$ cat config.mk
export PLATFORM = sky130hd
export DESIGN_NAME = ajrl_ramp_limiter
export DESIGN_NICKNAME = d
export VERILOG_FILES = /design/src/logic/ajrl_pkg.sv /design/src/logic/ajrl_serial_div.sv /design/src/logic/ajrl_ramp_limiter.sv
export VERILOG_INCLUDE_DIRS = /design/src /design/src/logic
export SDC_FILE = /design/constraint.sdc
export NUM_CORES = 2
export LEC_CHECK = 0
export BUFFER_PORTS_ARGS = -buffer_cell sky130_fd_sc_hd__buf_2
export CORE_UTILIZATION = 60
export CTS_CLUSTER_SIZE = 14
export DETAILED_ROUTE_END_ITERATION = 10
export PLACE_DENSITY = 0.77
export SETUP_SLACK_MARGIN = 0.05
export SYNTH_ARGS = -nofsm -noshare
export SYNTH_HDL_FRONTEND = slang
export SYNTH_SLANG_ARGS = --single-unit
$ cat constraint.sdc
create_clock -name core_clk_i -period 18.4 [get_ports core_clk_i]
set_input_delay 5.52 -clock core_clk_i [delete_from_list [all_inputs] [get_ports core_clk_i]]
set_output_delay 5.52 -clock core_clk_i [all_outputs]
set_load 0.01 [all_outputs]
$ cat src/logic/ajrl_defs.svh
// Constants of the anti-jerk ramp limiter
`ifndef AJRL_DEFS_SVH
`define AJRL_DEFS_SVH

// ----------------------------------------
// Register offsets
// ----------------------------------------
`define AJRL_OFF_METHOD 4'h0
`define AJRL_OFF_T_UP 4'h1
`define AJRL_OFF_T_DOWN 4'h2
`define AJRL_OFF_T_FAST 4'h3
`define AJRL_OFF_T_ABORT 4'h4
`define AJRL_OFF_UP_SHAPE 4'h5
`define AJRL_OFF_DN_SHAPE 4'h6
`define AJRL_OFF_FAST_THR 4'h7
`define AJRL_OFF_ABORT_THR 4'h8
`define AJRL_OFF_T_UP_HS 4'h9
`define AJRL_OFF_T_DOWN_HS 4'ha
`define AJRL_OFF_SPAN 4'hb
`define AJRL_OFF_STATUS 4'hc

// ----------------------------------------
// Reset values and limits
// ----------------------------------------
`define AJRL_RST_METHOD 2'h0
`define AJRL_RST_T_UP 10'h001
`define AJRL_RST_T_DOWN 10'h15e
`define AJRL_RST_T_FAST 10'h064
`define AJRL_RST_T_ABORT 10'h001
`define AJRL_RST_SHAPE 4'h0
`define AJRL_RST_FAST_THR 11'h3e8
`define AJRL_RST_ABORT_THR 11'h000
`define AJRL_RST_SPAN 10'h1f4
`define AJRL_T_MAX 10'h3e8
`define AJRL_SHAPE_MAX 4'ha
`define AJRL_THR_OFF 11'h3e8
`define AJRL_ABORT_MAX 11'h1f4

// ----------------------------------------
// Flow scale and curve breakpoints
// ----------------------------------------
`define AJRL_FULL_SCALE 24'h0003e8
`define AJRL_FRAC 12
`define AJRL_BP0 11'h032
`define AJRL_BP1 11'h078
`define AJRL_BP2 11'h14d
`define AJRL_RATIO_SH 10

// ----------------------------------------
// Timing
// ----------------------------------------
`define AJRL_CLK_MHZ 125
`define AJRL_TICK_US 1000

`endif

$ cat src/logic/ajrl_pkg.sv
// Types of the anti-jerk ramp limiter
package ajrl_pkg;
	typedef logic signed [10:0] ajrl_flow_t;
	typedef enum logic [1:0] {
		AJRL_M_PASS = 2'h0,
		AJRL_M_FIXED = 2'h1,
		AJRL_M_SPEED = 2'h2
	} ajrl_method_t;
	typedef enum logic [1:0] {
		AJRL_ST_IDLE = 2'h0,
		AJRL_ST_RATIO = 2'h1,
		AJRL_ST_STEP = 2'h3,
		AJRL_ST_APPLY = 2'h2
	} ajrl_state_t;
	typedef enum logic [1:0] {
		AJRL_K_UP = 2'h0,
		AJRL_K_SLOW = 2'h1,
		AJRL_K_FAST = 2'h2,
		AJRL_K_ABORT = 2'h3
	} ajrl_kind_t;
endpackage

$ cat src/logic/ajrl_serial_div.sv
// Serial restoring divider with registered quotient
`timescale 1ns/100ps
`default_nettype none
module ajrl_serial_div #(
	parameter int NW = 24,
	parameter int DW = 16
) (
	input wire logic core_clk_i,
	input wire logic rst_n_i,
	input wire logic ce_i,
	input wire logic start_i,
	input wire logic [NW-1:0] num_i,
	input wire logic [DW-1:0] den_i,
	output logic busy_o,
	output logic done_o,
	output logic [NW-1:0] quot_o
);
	logic [DW-1:0] rem;
	logic [DW-1:0] den;
	logic [5:0] cnt;
	wire [DW:0] trial = {rem, quot_o[NW-1]};
	wire fits = trial >= {1'b0, den};
	wire [DW:0] diff = trial - {1'b0, den};

	always_ff @(posedge core_clk_i) begin
		if (!rst_n_i) begin
			rem <= '0;
			den <= '0;
			cnt <= '0;
			busy_o <= 1'b0;
			done_o <= 1'b0;
			quot_o <= '0;
		end else if (ce_i) begin
			done_o <= 1'b0;
			if (start_i && !busy_o) begin
				quot_o <= num_i;
				den <= den_i;
				rem <= '0;
				cnt <= 6'(NW);
				busy_o <= 1'b1;
			end else if (busy_o) begin
				rem <= fits ? diff[DW-1:0] : trial[DW-1:0];
				quot_o <= {quot_o[NW-2:0], fits};
				cnt <= cnt - 6'h01;
				if (cnt == 6'h01) begin
					busy_o <= 1'b0;
					done_o <= 1'b1;
				end
			end
		end
	end
endmodule // ajrl_serial_div
`default_nettype wire

$ cat src/logic/ajrl_ramp_limiter.sv
// Anti-jerk ramp limiter for the valve spool flow set-point
//
// Behaviour
// - Method 0 passes request unramped, 1 fixed ramps, 2 speed-dependent ramps.
// - Output follows the request no faster than the active ramp.
// - Ramp-up time zero to full flow, 1..1000 ms, default 1.
// - Slow ramp-down time full to zero, 1..1000 ms, default 350.
// - Ramp-up curve shape 0 linear to 10 most progressive, default 0.
// - Slow ramp-down curve shape 0..10, default 0 linear.
// - Progressive curve is piecewise with breakpoints at 50, 120, 333.
// - Fast ramp-down above threshold; 1000, the default, disables it.
// - Fast time counts for a full excursion; default 100 ms.
// - Reverse request beyond abort threshold aborts a ramp-down; range 0..500.
// - Aborted ramp-down uses abort time, 1..1000 ms, default 1.
// - Abort threshold 1000 disables abort; default 0 aborts on slight reverse.
// - Speed mode interpolates up and slow-down times between zero and span speed, both signs.
`timescale 1ns/100ps
`default_nettype none
`include "ajrl_defs.svh"
module ajrl_ramp_limiter #(
	parameter int TICK_CYCLES = `AJRL_TICK_US * `AJRL_CLK_MHZ
) (
	input wire logic core_clk_i,
	input wire logic rst_n_i,
	input wire logic ce_i,
	input wire logic [3:0] reg_addr_i,
	input wire logic [15:0] reg_wdata_i,
	input wire logic reg_wr_i,
	input wire logic reg_rd_i,
	output logic [15:0] reg_rdata_o,
	input wire ajrl_pkg::ajrl_flow_t requested_flow_i,
	input wire ajrl_pkg::ajrl_flow_t vehicle_speed_i,
	output ajrl_pkg::ajrl_flow_t limited_flow_o,
	output logic abort_active_o
);
	import ajrl_pkg::*;

	localparam int FR = `AJRL_FRAC;
	localparam int TW = $clog2(TICK_CYCLES + 1);

	// ----------------------------------------
	// Configuration registers
	// ----------------------------------------
	ajrl_method_t method;
	logic [9:0] t_up, t_down, t_fast, t_abort, t_up_hs, t_down_hs, speed_span;
	logic [3:0] up_curve_shape, down_curve_shape;
	logic [10:0] fast_zone_threshold, abort_threshold;

	wire [9:0] wr_time = (reg_wdata_i == 16'h0000) ? 10'h001 :
		(reg_wdata_i > 16'(`AJRL_T_MAX)) ? `AJRL_T_MAX : reg_wdata_i[9:0];
	wire [3:0] wr_shape = (reg_wdata_i > 16'(`AJRL_SHAPE_MAX)) ? `AJRL_SHAPE_MAX : reg_wdata_i[3:0];
	wire [10:0] wr_thr = (reg_wdata_i > 16'(`AJRL_THR_OFF)) ? `AJRL_THR_OFF : reg_wdata_i[10:0];
	wire [10:0] wr_abort_thr = (wr_thr == `AJRL_THR_OFF) ? `AJRL_THR_OFF :
		(wr_thr > `AJRL_ABORT_MAX) ? `AJRL_ABORT_MAX : wr_thr;
	wire wr_method_ok = reg_wdata_i <= 16'(AJRL_M_SPEED);

	always_ff @(posedge core_clk_i) begin
		if (!rst_n_i) begin
			method <= ajrl_method_t'(`AJRL_RST_METHOD);
			t_up <= `AJRL_RST_T_UP;
			t_down <= `AJRL_RST_T_DOWN;
			t_fast <= `AJRL_RST_T_FAST;
			t_abort <= `AJRL_RST_T_ABORT;
			t_up_hs <= `AJRL_RST_T_UP;
			t_down_hs <= `AJRL_RST_T_DOWN;
			speed_span <= `AJRL_RST_SPAN;
			up_curve_shape <= `AJRL_RST_SHAPE;
			down_curve_shape <= `AJRL_RST_SHAPE;
			fast_zone_threshold <= `AJRL_RST_FAST_THR;
			abort_threshold <= `AJRL_RST_ABORT_THR;
		end else if (ce_i && reg_wr_i) begin
			unique case (reg_addr_i)
				`AJRL_OFF_METHOD: if (wr_method_ok) method <= ajrl_method_t'(reg_wdata_i[1:0]);
				`AJRL_OFF_T_UP: t_up <= wr_time;
				`AJRL_OFF_T_DOWN: t_down <= wr_time;
				`AJRL_OFF_T_FAST: t_fast <= wr_time;
				`AJRL_OFF_T_ABORT: t_abort <= wr_time;
				`AJRL_OFF_UP_SHAPE: up_curve_shape <= wr_shape;
				`AJRL_OFF_DN_SHAPE: down_curve_shape <= wr_shape;
				`AJRL_OFF_FAST_THR: fast_zone_threshold <= wr_thr;
				`AJRL_OFF_ABORT_THR: abort_threshold <= wr_abort_thr;
				`AJRL_OFF_T_UP_HS: t_up_hs <= wr_time;
				`AJRL_OFF_T_DOWN_HS: t_down_hs <= wr_time;
				`AJRL_OFF_SPAN: speed_span <= wr_time;
				default: ;
			endcase
		end
	end

	// ----------------------------------------
	// Read port
	// ----------------------------------------
	logic [15:0] rd_mux;
	always_comb begin
		unique case (reg_addr_i)
			`AJRL_OFF_METHOD: rd_mux = {14'h0000, method};
			`AJRL_OFF_T_UP: rd_mux = {6'h00, t_up};
			`AJRL_OFF_T_DOWN: rd_mux = {6'h00, t_down};
			`AJRL_OFF_T_FAST: rd_mux = {6'h00, t_fast};
			`AJRL_OFF_T_ABORT: rd_mux = {6'h00, t_abort};
			`AJRL_OFF_UP_SHAPE: rd_mux = {12'h000, up_curve_shape};
			`AJRL_OFF_DN_SHAPE: rd_mux = {12'h000, down_curve_shape};
			`AJRL_OFF_FAST_THR: rd_mux = {5'h00, fast_zone_threshold};
			`AJRL_OFF_ABORT_THR: rd_mux = {5'h00, abort_threshold};
			`AJRL_OFF_T_UP_HS: rd_mux = {6'h00, t_up_hs};
			`AJRL_OFF_T_DOWN_HS: rd_mux = {6'h00, t_down_hs};
			`AJRL_OFF_SPAN: rd_mux = {6'h00, speed_span};
			`AJRL_OFF_STATUS: rd_mux = {abort_active_o, 4'h0, limited_flow_o};
			default: rd_mux = 16'h0000;
		endcase
	end

	always_ff @(posedge core_clk_i) begin
		if (!rst_n_i) reg_rdata_o <= 16'h0000;
		else if (ce_i) reg_rdata_o <= reg_rd_i ? rd_mux : 16'h0000;
	end

	// ----------------------------------------
	// Control tick
	// ----------------------------------------
	logic [TW-1:0] tick_cnt;
	wire tick = tick_cnt == TW'(TICK_CYCLES - 1);
	always_ff @(posedge core_clk_i) begin
		if (!rst_n_i) tick_cnt <= '0;
		else if (ce_i) tick_cnt <= tick ? '0 : tick_cnt + TW'(1);
	end

	// ----------------------------------------
	// Ramp direction and kind
	// ----------------------------------------
	ajrl_state_t st;
	logic signed [23:0] acc;
	ajrl_flow_t req_q;
	logic [23:0] step_q;

	wire signed [23:0] acc_int = acc >>> FR;
	wire ajrl_flow_t cur_flow = acc_int[10:0];
	wire [10:0] cur_mag = cur_flow[10] ? 11'(-cur_flow) : cur_flow;
	wire [10:0] req_mag = req_q[10] ? 11'(-req_q) : req_q;
	wire opposite = (cur_flow != 0) && (req_q != 0) && (cur_flow[10] != req_q[10]);
	wire rising = !opposite && (req_mag >= cur_mag);
	wire in_fast = cur_mag > fast_zone_threshold;
	wire abort_hit = !rising && opposite && (abort_threshold != `AJRL_THR_OFF) &&
		(req_mag > abort_threshold);
	wire abort_now = abort_active_o || abort_hit;
	wire ajrl_kind_t kind = rising ? AJRL_K_UP : abort_now ? AJRL_K_ABORT :
		in_fast ? AJRL_K_FAST : AJRL_K_SLOW;

	// ----------------------------------------
	// Ramp time, speed interpolation
	// ----------------------------------------
	logic div_busy, div_done;
	logic [23:0] div_quot;
	wire [10:0] spd_mag = vehicle_speed_i[10] ? 11'(-vehicle_speed_i) : vehicle_speed_i;
	wire [10:0] spd_clip = (spd_mag > {1'b0, speed_span}) ? {1'b0, speed_span} : spd_mag;
	wire [23:0] ratio_num = {3'h0, spd_clip, 10'h000};
	wire [9:0] t_lo = (kind == AJRL_K_UP) ? t_up : (kind == AJRL_K_SLOW) ? t_down :
		(kind == AJRL_K_FAST) ? t_fast : t_abort;
	wire [9:0] t_hi = (kind == AJRL_K_UP) ? t_up_hs : (kind == AJRL_K_SLOW) ? t_down_hs : t_lo;
	wire signed [11:0] t_span = $signed({2'b00, t_hi}) - $signed({2'b00, t_lo});
	wire signed [23:0] t_prod = t_span * $signed({1'b0, div_quot[10:0]});
	wire signed [23:0] t_ofs = t_prod >>> `AJRL_RATIO_SH;
	wire [9:0] t_speed = 10'($signed({2'b00, t_lo}) + t_ofs[11:0]);
	wire [9:0] t_act = (method == AJRL_M_SPEED) ? t_speed : t_lo;
	wire [23:0] step_num = (`AJRL_FULL_SCALE << FR) * 24'(`AJRL_TICK_US / 1000);
	wire div_start = (st == AJRL_ST_IDLE && tick && method != AJRL_M_PASS) ||
		(st == AJRL_ST_RATIO && div_done);
	wire [23:0] div_num = (st == AJRL_ST_IDLE) ? ratio_num : step_num;
	wire [15:0] div_den = (st == AJRL_ST_IDLE) ? {6'h00, speed_span} :
		{6'h00, (t_act == 10'h000) ? 10'h001 : t_act};

	ajrl_serial_div #(.NW(24), .DW(16)) u_div (
		.core_clk_i(core_clk_i),
		.rst_n_i(rst_n_i),
		.ce_i(ce_i),
		.start_i(div_start),
		.num_i(div_num),
		.den_i(div_den),
		.busy_o(div_busy),
		.done_o(div_done),
		.quot_o(div_quot)
	);

	// ----------------------------------------
	// Progressive curve gain
	// ----------------------------------------
	wire [8:0] bp_gain = (cur_mag < `AJRL_BP0) ? 9'h040 : (cur_mag < `AJRL_BP1) ? 9'h080 :
		(cur_mag < `AJRL_BP2) ? 9'h0c0 : 9'h100;
	wire [3:0] shape = (kind == AJRL_K_UP) ? up_curve_shape :
		(kind == AJRL_K_SLOW) ? down_curve_shape : 4'h0;
	wire [15:0] red_prod = 16'(9'h100 - bp_gain) * 16'(shape) * 16'h001a;
	wire [8:0] gain = 9'h100 - 9'(red_prod >> 8);
	wire [32:0] step_prod = {9'h000, step_q} * {24'h000000, gain};
	wire signed [23:0] step_eff = $signed({1'b0, step_prod[30:8]});

	// ----------------------------------------
	// Limited flow update
	// ----------------------------------------
	wire signed [23:0] req_acc = $signed(req_q) <<< FR;
	wire signed [23:0] target = opposite ? 24'sh000000 : req_acc;
	wire signed [23:0] gap = target - acc;
	wire signed [23:0] next_acc_ramp = (gap > step_eff) ? acc + step_eff :
		(gap < -step_eff) ? acc - step_eff : target;
	wire signed [23:0] next_acc_pass = $signed(requested_flow_i) <<< FR;
	wire signed [23:0] next_acc = (method == AJRL_M_PASS) ? next_acc_pass :
		(st == AJRL_ST_APPLY) ? next_acc_ramp : acc;
	wire signed [23:0] next_int = next_acc >>> FR;

	always_ff @(posedge core_clk_i) begin
		if (!rst_n_i) begin
			st <= AJRL_ST_IDLE;
			acc <= 24'sh000000;
			req_q <= 11'sh000;
			step_q <= 24'h000000;
			limited_flow_o <= 11'sh000;
			abort_active_o <= 1'b0;
		end else if (ce_i) begin
			acc <= next_acc;
			limited_flow_o <= next_int[10:0];
			if (method == AJRL_M_PASS) begin
				st <= AJRL_ST_IDLE;
				abort_active_o <= 1'b0;
			end else begin
				unique case (st)
					AJRL_ST_IDLE: if (tick) begin
						req_q <= requested_flow_i;
						st <= AJRL_ST_RATIO;
					end
					AJRL_ST_RATIO: if (div_done) begin
						abort_active_o <= abort_now;
						st <= AJRL_ST_STEP;
					end
					AJRL_ST_STEP: if (div_done) begin
						step_q <= div_quot;
						st <= AJRL_ST_APPLY;
					end
					AJRL_ST_APPLY: begin
						if (next_acc == 24'sh000000 || !opposite) abort_active_o <= 1'b0;
						st <= AJRL_ST_IDLE;
					end
				endcase
			end
		end
	end

	// ----------------------------------------
	// Checks
	// ----------------------------------------
	a_pass_mode_follow: assert property (@(posedge core_clk_i) disable iff (!rst_n_i)
		(ce_i && method == AJRL_M_PASS) |=> limited_flow_o == $past(requested_flow_i))
		else $error("pass mode output not equal to request");
	a_reset_ramp_times: assert property (@(posedge core_clk_i)
		!rst_n_i |=> t_up == 10'h001 && t_down == 10'h15e && method == AJRL_M_PASS)
		else $error("ramp times not at default after reset");
	a_reset_fast_abort: assert property (@(posedge core_clk_i)
		!rst_n_i |=> fast_zone_threshold == 11'h3e8 && t_fast == 10'h064 && t_abort == 10'h001)
		else $error("fast or abort defaults wrong");
	a_shape_in_range: assert property (@(posedge core_clk_i) disable iff (!rst_n_i)
		up_curve_shape <= 4'ha && down_curve_shape <= 4'ha)
		else $error("curve shape beyond range");
	a_linear_no_gain: assert property (@(posedge core_clk_i) disable iff (!rst_n_i)
		shape == 4'h0 |-> gain == 9'h100)
		else $error("linear curve scaled the step");
	a_hold_between_ticks: assert property (@(posedge core_clk_i) disable iff (!rst_n_i)
		(ce_i && method != AJRL_M_PASS && st != AJRL_ST_APPLY && !reg_wr_i)
		|=> $stable(limited_flow_o))
		else $error("output moved outside a tick update");
	a_abort_off_value: assert property (@(posedge core_clk_i) disable iff (!rst_n_i)
		$rose(abort_active_o) |-> $past(abort_threshold) != 11'h3e8 && $past(st) == AJRL_ST_RATIO)
		else $error("abort raised while disabled");
	a_abort_reverse: assert property (@(posedge core_clk_i) disable iff (!rst_n_i)
		$rose(abort_active_o) |-> $past(opposite) && $past(req_mag) > $past(abort_threshold))
		else $error("abort without reverse request");
	a_tick_starts_calc: assert property (@(posedge core_clk_i) disable iff (!rst_n_i)
		(ce_i && tick && st == AJRL_ST_IDLE && method != AJRL_M_PASS && !reg_wr_i)
		|=> st == AJRL_ST_RATIO ##1 div_busy)
		else $error("tick did not start the ramp update");
	a_flow_bounded: assert property (@(posedge core_clk_i) disable iff (!rst_n_i)
		(method != AJRL_M_PASS && $past(method) != AJRL_M_PASS && st == AJRL_ST_APPLY &&
		ce_i && !reg_wr_i) |=> (limited_flow_o <= 11'sh3e8 && limited_flow_o >= -11'sh3e8))
		else $error("limited flow beyond full scale");
	a_pass_clears_abort: assert property (@(posedge core_clk_i) disable iff (!rst_n_i)
		(ce_i && method == AJRL_M_PASS) |=> !abort_active_o)
		else $error("abort flag kept in pass mode");
	a_time_in_range: assert property (@(posedge core_clk_i) disable iff (!rst_n_i)
		t_up != 10'h000 && t_up <= 10'h3e8 && t_down != 10'h000 && t_down <= 10'h3e8)
		else $error("ramp time outside its range");
	a_abort_thr_range: assert property (@(posedge core_clk_i) disable iff (!rst_n_i)
		abort_threshold <= 11'h1f4 || abort_threshold == 11'h3e8)
		else $error("abort threshold outside its range");
	a_fast_thr_range: assert property (@(posedge core_clk_i) disable iff (!rst_n_i)
		fast_zone_threshold <= 11'h3e8)
		else $error("fast zone threshold beyond full scale");
	a_abort_time_used: assert property (@(posedge core_clk_i) disable iff (!rst_n_i)
		(st == AJRL_ST_STEP && abort_active_o && !rising && method == AJRL_M_FIXED)
		|-> t_act == t_abort)
		else $error("aborted ramp-down not using abort time");
	a_ce_freezes: assert property (@(posedge core_clk_i) disable iff (!rst_n_i)
		!ce_i |=> $stable(limited_flow_o) && $stable(abort_active_o) && $stable(reg_rdata_o))
		else $error("state moved while clock enable low");
endmodule // ajrl_ramp_limiter
`default_nettype wire

==> results list <==
- In this run the standard cell core region covers 50300 um^2.
* Worst slew margin relative to its limit: 0.0532
* GR Overflow Total: 0
- Inserted Clock Buffers: 30
* Final worst-path cycle share: 0.933
* Placer Congestion: approximately 1.0
* Top_reg_cell synth: dfxtp_1
- Cell taking the most area after synthesis: dfxtp_1
- Bufs on Longest Clock Path: 3
- Arrival time at the worst endpoint: roughly 18 ns
* Share of the synthesized area in the top cell type: 0.164
- Synthesis produced a netlist whose cell count is 3910.
- TritonCTS clock tree: yes
- Final routed wirelength across all metal layers: approximately 91000 um
- STA classifies the critical path startpoint as a flip-flop.
* Number of placement rows: 82
- Detailed-placement wirelength estimate: around 70000 um
* Setup violations, final: 0
- Data required time at the worst endpoint: between 15 and 20 ns
- Port buffer count: 70
- Among all stages on the critical path, the largest delay is contributed by o21ai_1.
* Outcome: finished, final reports clean
- Most numerous cell on the critical path: a21oi_1
- Counting both buffers and inverters, the worst setup path holds a total of 10.
* Reported max-cap violation count: 0
* Post-CTS clock slew at the launch and capture registers of the worst setup and hold paths: roughly 0.070 ns
- Post-synthesis instance area: about 31000 um^2
* Top Ports: 75
* Top achievable clock speed: about 58 MHz
* Combinational group share of total power: 0.431
- CTS placed an instance of clkbuf_16 at the clock tree root.
* Number of synthesized flops with an enable pin: 0
- Worst-case vdd ir drop: slightly below 0.08 mV
- Hold-fix buffers, CTS: 0
* Clk_skew: roughly 0.051 ns
* Static leakage: around 15 nW
* Flops & latches, synth: 251
- At the pin with the least slew margin, the transition time is around 1.4 ns.
- In this run the number of cells on the critical path is 70.
- In this run the mean area of a mapped cell was 7.84 um^2.
* Placed cells: 4507
- For this configuration, the core starts out at a cell density of 0.610.
- Kind of cell with the highest combined delay on the critical path: compound AO/OA/AOI/OAI gates
* Wire length of the first global-routing pass: approximately 150000 um
- Entering global routing, the biggest net connects between 100 and 150 pins.
* Antenna violations before repair: 1
* Placed instance area: 31500 um^2
* Switching share of total power: 0.404
- Iteration-0 DRC Markers: 2570
- In the global route stage, overall resource usage came out at 0.347.
- The share of total power dissipated in sequential elements is 0.258.
- Depth of the worst register-to-register path: 70
- The floorplan step set the die height to ~230 um.
- Top cells by area in the synthesized netlist: dfxtp_1, fa_1, ha_1, inv_1, nor2_1
* Internal power summed over all cells: about 0.0013 W
* Hold-critical path depth: 2
- Counting flops with an async set or reset pin after synthesis yields a share of 0.
- The worst setup path is of the reg -> reg kind.
* Non-Filler Cell Area, Final: 32700 um^2
- The detail route stage leaves a number of antenna-violating nets equal to 0.
- Of the synthesized area, sequential elements account for 0.164.
- Routed vias: about 28k
- Synth-to-layout area growth: 6.53%
- Leaving out fill and tap cells, the most frequent cell in the layout is inv_1.
- Type of the tightest min-delay check: reg -> reg
* Detailed-routing iteration count for the pre-antenna-repair pass: 6
- For this design the total switching power over the nets is 0.000873 W.
- Latest clock arrival within the worst-skew pair: ~0.61 ns
- For this run, the number of Yosys warnings is 0.
- Power spread over the standard cell area amounts to roughly 66 nW/um^2.
* Sinks on Clock Net: between 200 and 300
- STA classifies the critical path endpoint as a flip-flop.
- The routed design could run at a clock period as short as between 15 and 20 ns.
* Leading cell types in the layout, fill and taps excluded: inv_1, nor2_1, nand2_1
- The floorplan step set the die width to between 200 and 250 um.
* Critical Path Max Stage Delay: about 0.73 ns
* Post-detailed-route wirelength per cell: around 20 um
* Critical path fanouts, max: 24
- Post-route DRC violation count: 0
* Number of global-route vias before repair: around 27k
* Clock Power Share: 0.311
* Number of max-slew violations in the final report: 0
- The count of endpoints failing hold in the final timing report was 0.
* Nets: around 4.5k
* H-Tree Level Count: 1
- After synthesis, the netlist uses between 90 and 100 different library cells.
- The die covers approximately 52000 um^2.
- In the final layout, the share of cells above drive strength 1 is 0.0596.
- Non-filler cells, final: approximately 4.6k
* Vias per cell: between 6 and 7
-- per-stage QoR --
step | TNS [ns] | hold slack, ns | utilization | worst slack (ns) | total power (W)
final | 0 | 0.462 | 0.650 | 1.23 | 0.00216
after global routing | -0.00680 | 0.487 | 0.650 | -0.00680 | 0.00228
after global placement | 0 | 0.440 | 0.626 | 0.663 | 0.00146
after CTS | 0 | 0.458 | 0.648 | 0.133 | 0.00215
after floorplan | 0 | 0.432 | - | 1.97 | 0.00122
after detailed placement | 0 | 0.442 | 0.626 | 0.179 | 0.00148
-- cells in the mapped netlist (7+ instances only) --
library cell,count
a22o_1,19
a22oi_1,28
and3_1,26
xor2_1,50
o21bai_1,24
nor3_1,73
o21a_1,42
buf_2,8
inv_1,500
mux2i_1,55
or3_1,22
a2111oi_0,8
buf_1,10
ha_1,304
buf_4,15
a21o_1,44
o22ai_1,11
and2_1,183
nand3_1,45
or4_1,9
nand2_1,399
o211ai_1,48
o31ai_1,21
nor4_1,28
a211o_1,9
o21ai_1,11
nor2_1,404
a21boi_0,12
o21ai_0,99
fa_1,251
o41ai_1,7
xnor2_1,113
nor2b_1,32
a31oi_1,27
a21oi_1,216
a221oi_1,34
a32oi_1,21
clkbuf_1,176
or2_2,10
dfxtp_1,251
a211oi_1,62
nand2b_1,41
nand4_1,33
-- final timing paths --
| check | slack [ns] | from | to |
|---|---|---|---|
| max | 1.23 | limited_flow_o[0] | acc[23] |
| min | 0.46 | u_div.quot_o[16] | step_q[16] |
| max reg2reg | 1.23 | limited_flow_o[0] | acc[23] |
| min reg2reg | 0.46 | u_div.quot_o[16] | step_q[16] |
-- kinds of logic (layout without fill, tap and decap cells) --
family | after synthesis | count (layout) | synth area share
buffers and inverters | 712 | 678 | 0.0895
multiplexers | 61 | 61 | 0.0202
XOR/XNOR | 165 | 165 | 0.0482
AO/OA/AOI/OAI | 821 | 821 | 0.183
other | 2 | 19 | 0.000245
adder cells (fa/ha/maj) | 555 | 555 | 0.288
AND/OR/NAND/NOR | 1343 | 1343 | 0.207
flip-flops | 251 | 251 | 0.164
-- tightest hold or removal path, stage by stage (launching register included) --
cell and delay [ns]:
dfxtp_1 0.31, nand2_1 0.05, a21oi_1 0.05
-- routing by layer --
layer / routed length [um] / track usage / vias up / part of all wire
li1: - / - / 13100 / -
met1: 37300 / 0.452 / 13400 / 0.41
met2: 41800 / 0.564 / 1290 / 0.46
met3: 7830 / 0.0609 / 312 / 0.086
met4: 4490 / 0.155 / 0 / 0.049
met5: 0 / 0 / - / 0
-- cell type report --
type,count,area [um^2]
Antenna cell,1,2.50
Clock buffer,37,827
Clock inverter,18,283
Fill cell,4436,17600
Inverter,502,1890
Multi-Input combinational cell,2963,23100
Sequential cell,251,5020
Tap cell,672,841
Timing Repair Buffer,121,733
-- power by group through the flow --
stage | clock network, W | logic, W | registers, W
2_1_floorplan | 0 | 0.000653 | 0.000565
3_3_place_gp | 0 | 0.000896 | 0.000568
3_5_place_dp | 0 | 0.000909 | 0.000568
4_1_cts | 0.000675 | 0.000916 | 0.000556
5_1_grt | 0.000698 | 0.00103 | 0.000556
6_report | 0.000672 | 0.000932 | 0.000556
-- state kept, by name, summed over array words and instances, names as in the netlist, 12 cells and up --
register      cells
u_div.rem        16
acc              14
step_q           24
tick_cnt         17
reg_rdata_o      12
u_div.quot_o     24
-- what timing repair did --
item	4_1_cts	5_1_grt
resized for setup	0	18
hold endpoints to repair	0	0
endpoints found under the setup margin	0	25
buffers inserted	0	2
Power figures use the tool's default switching activity.
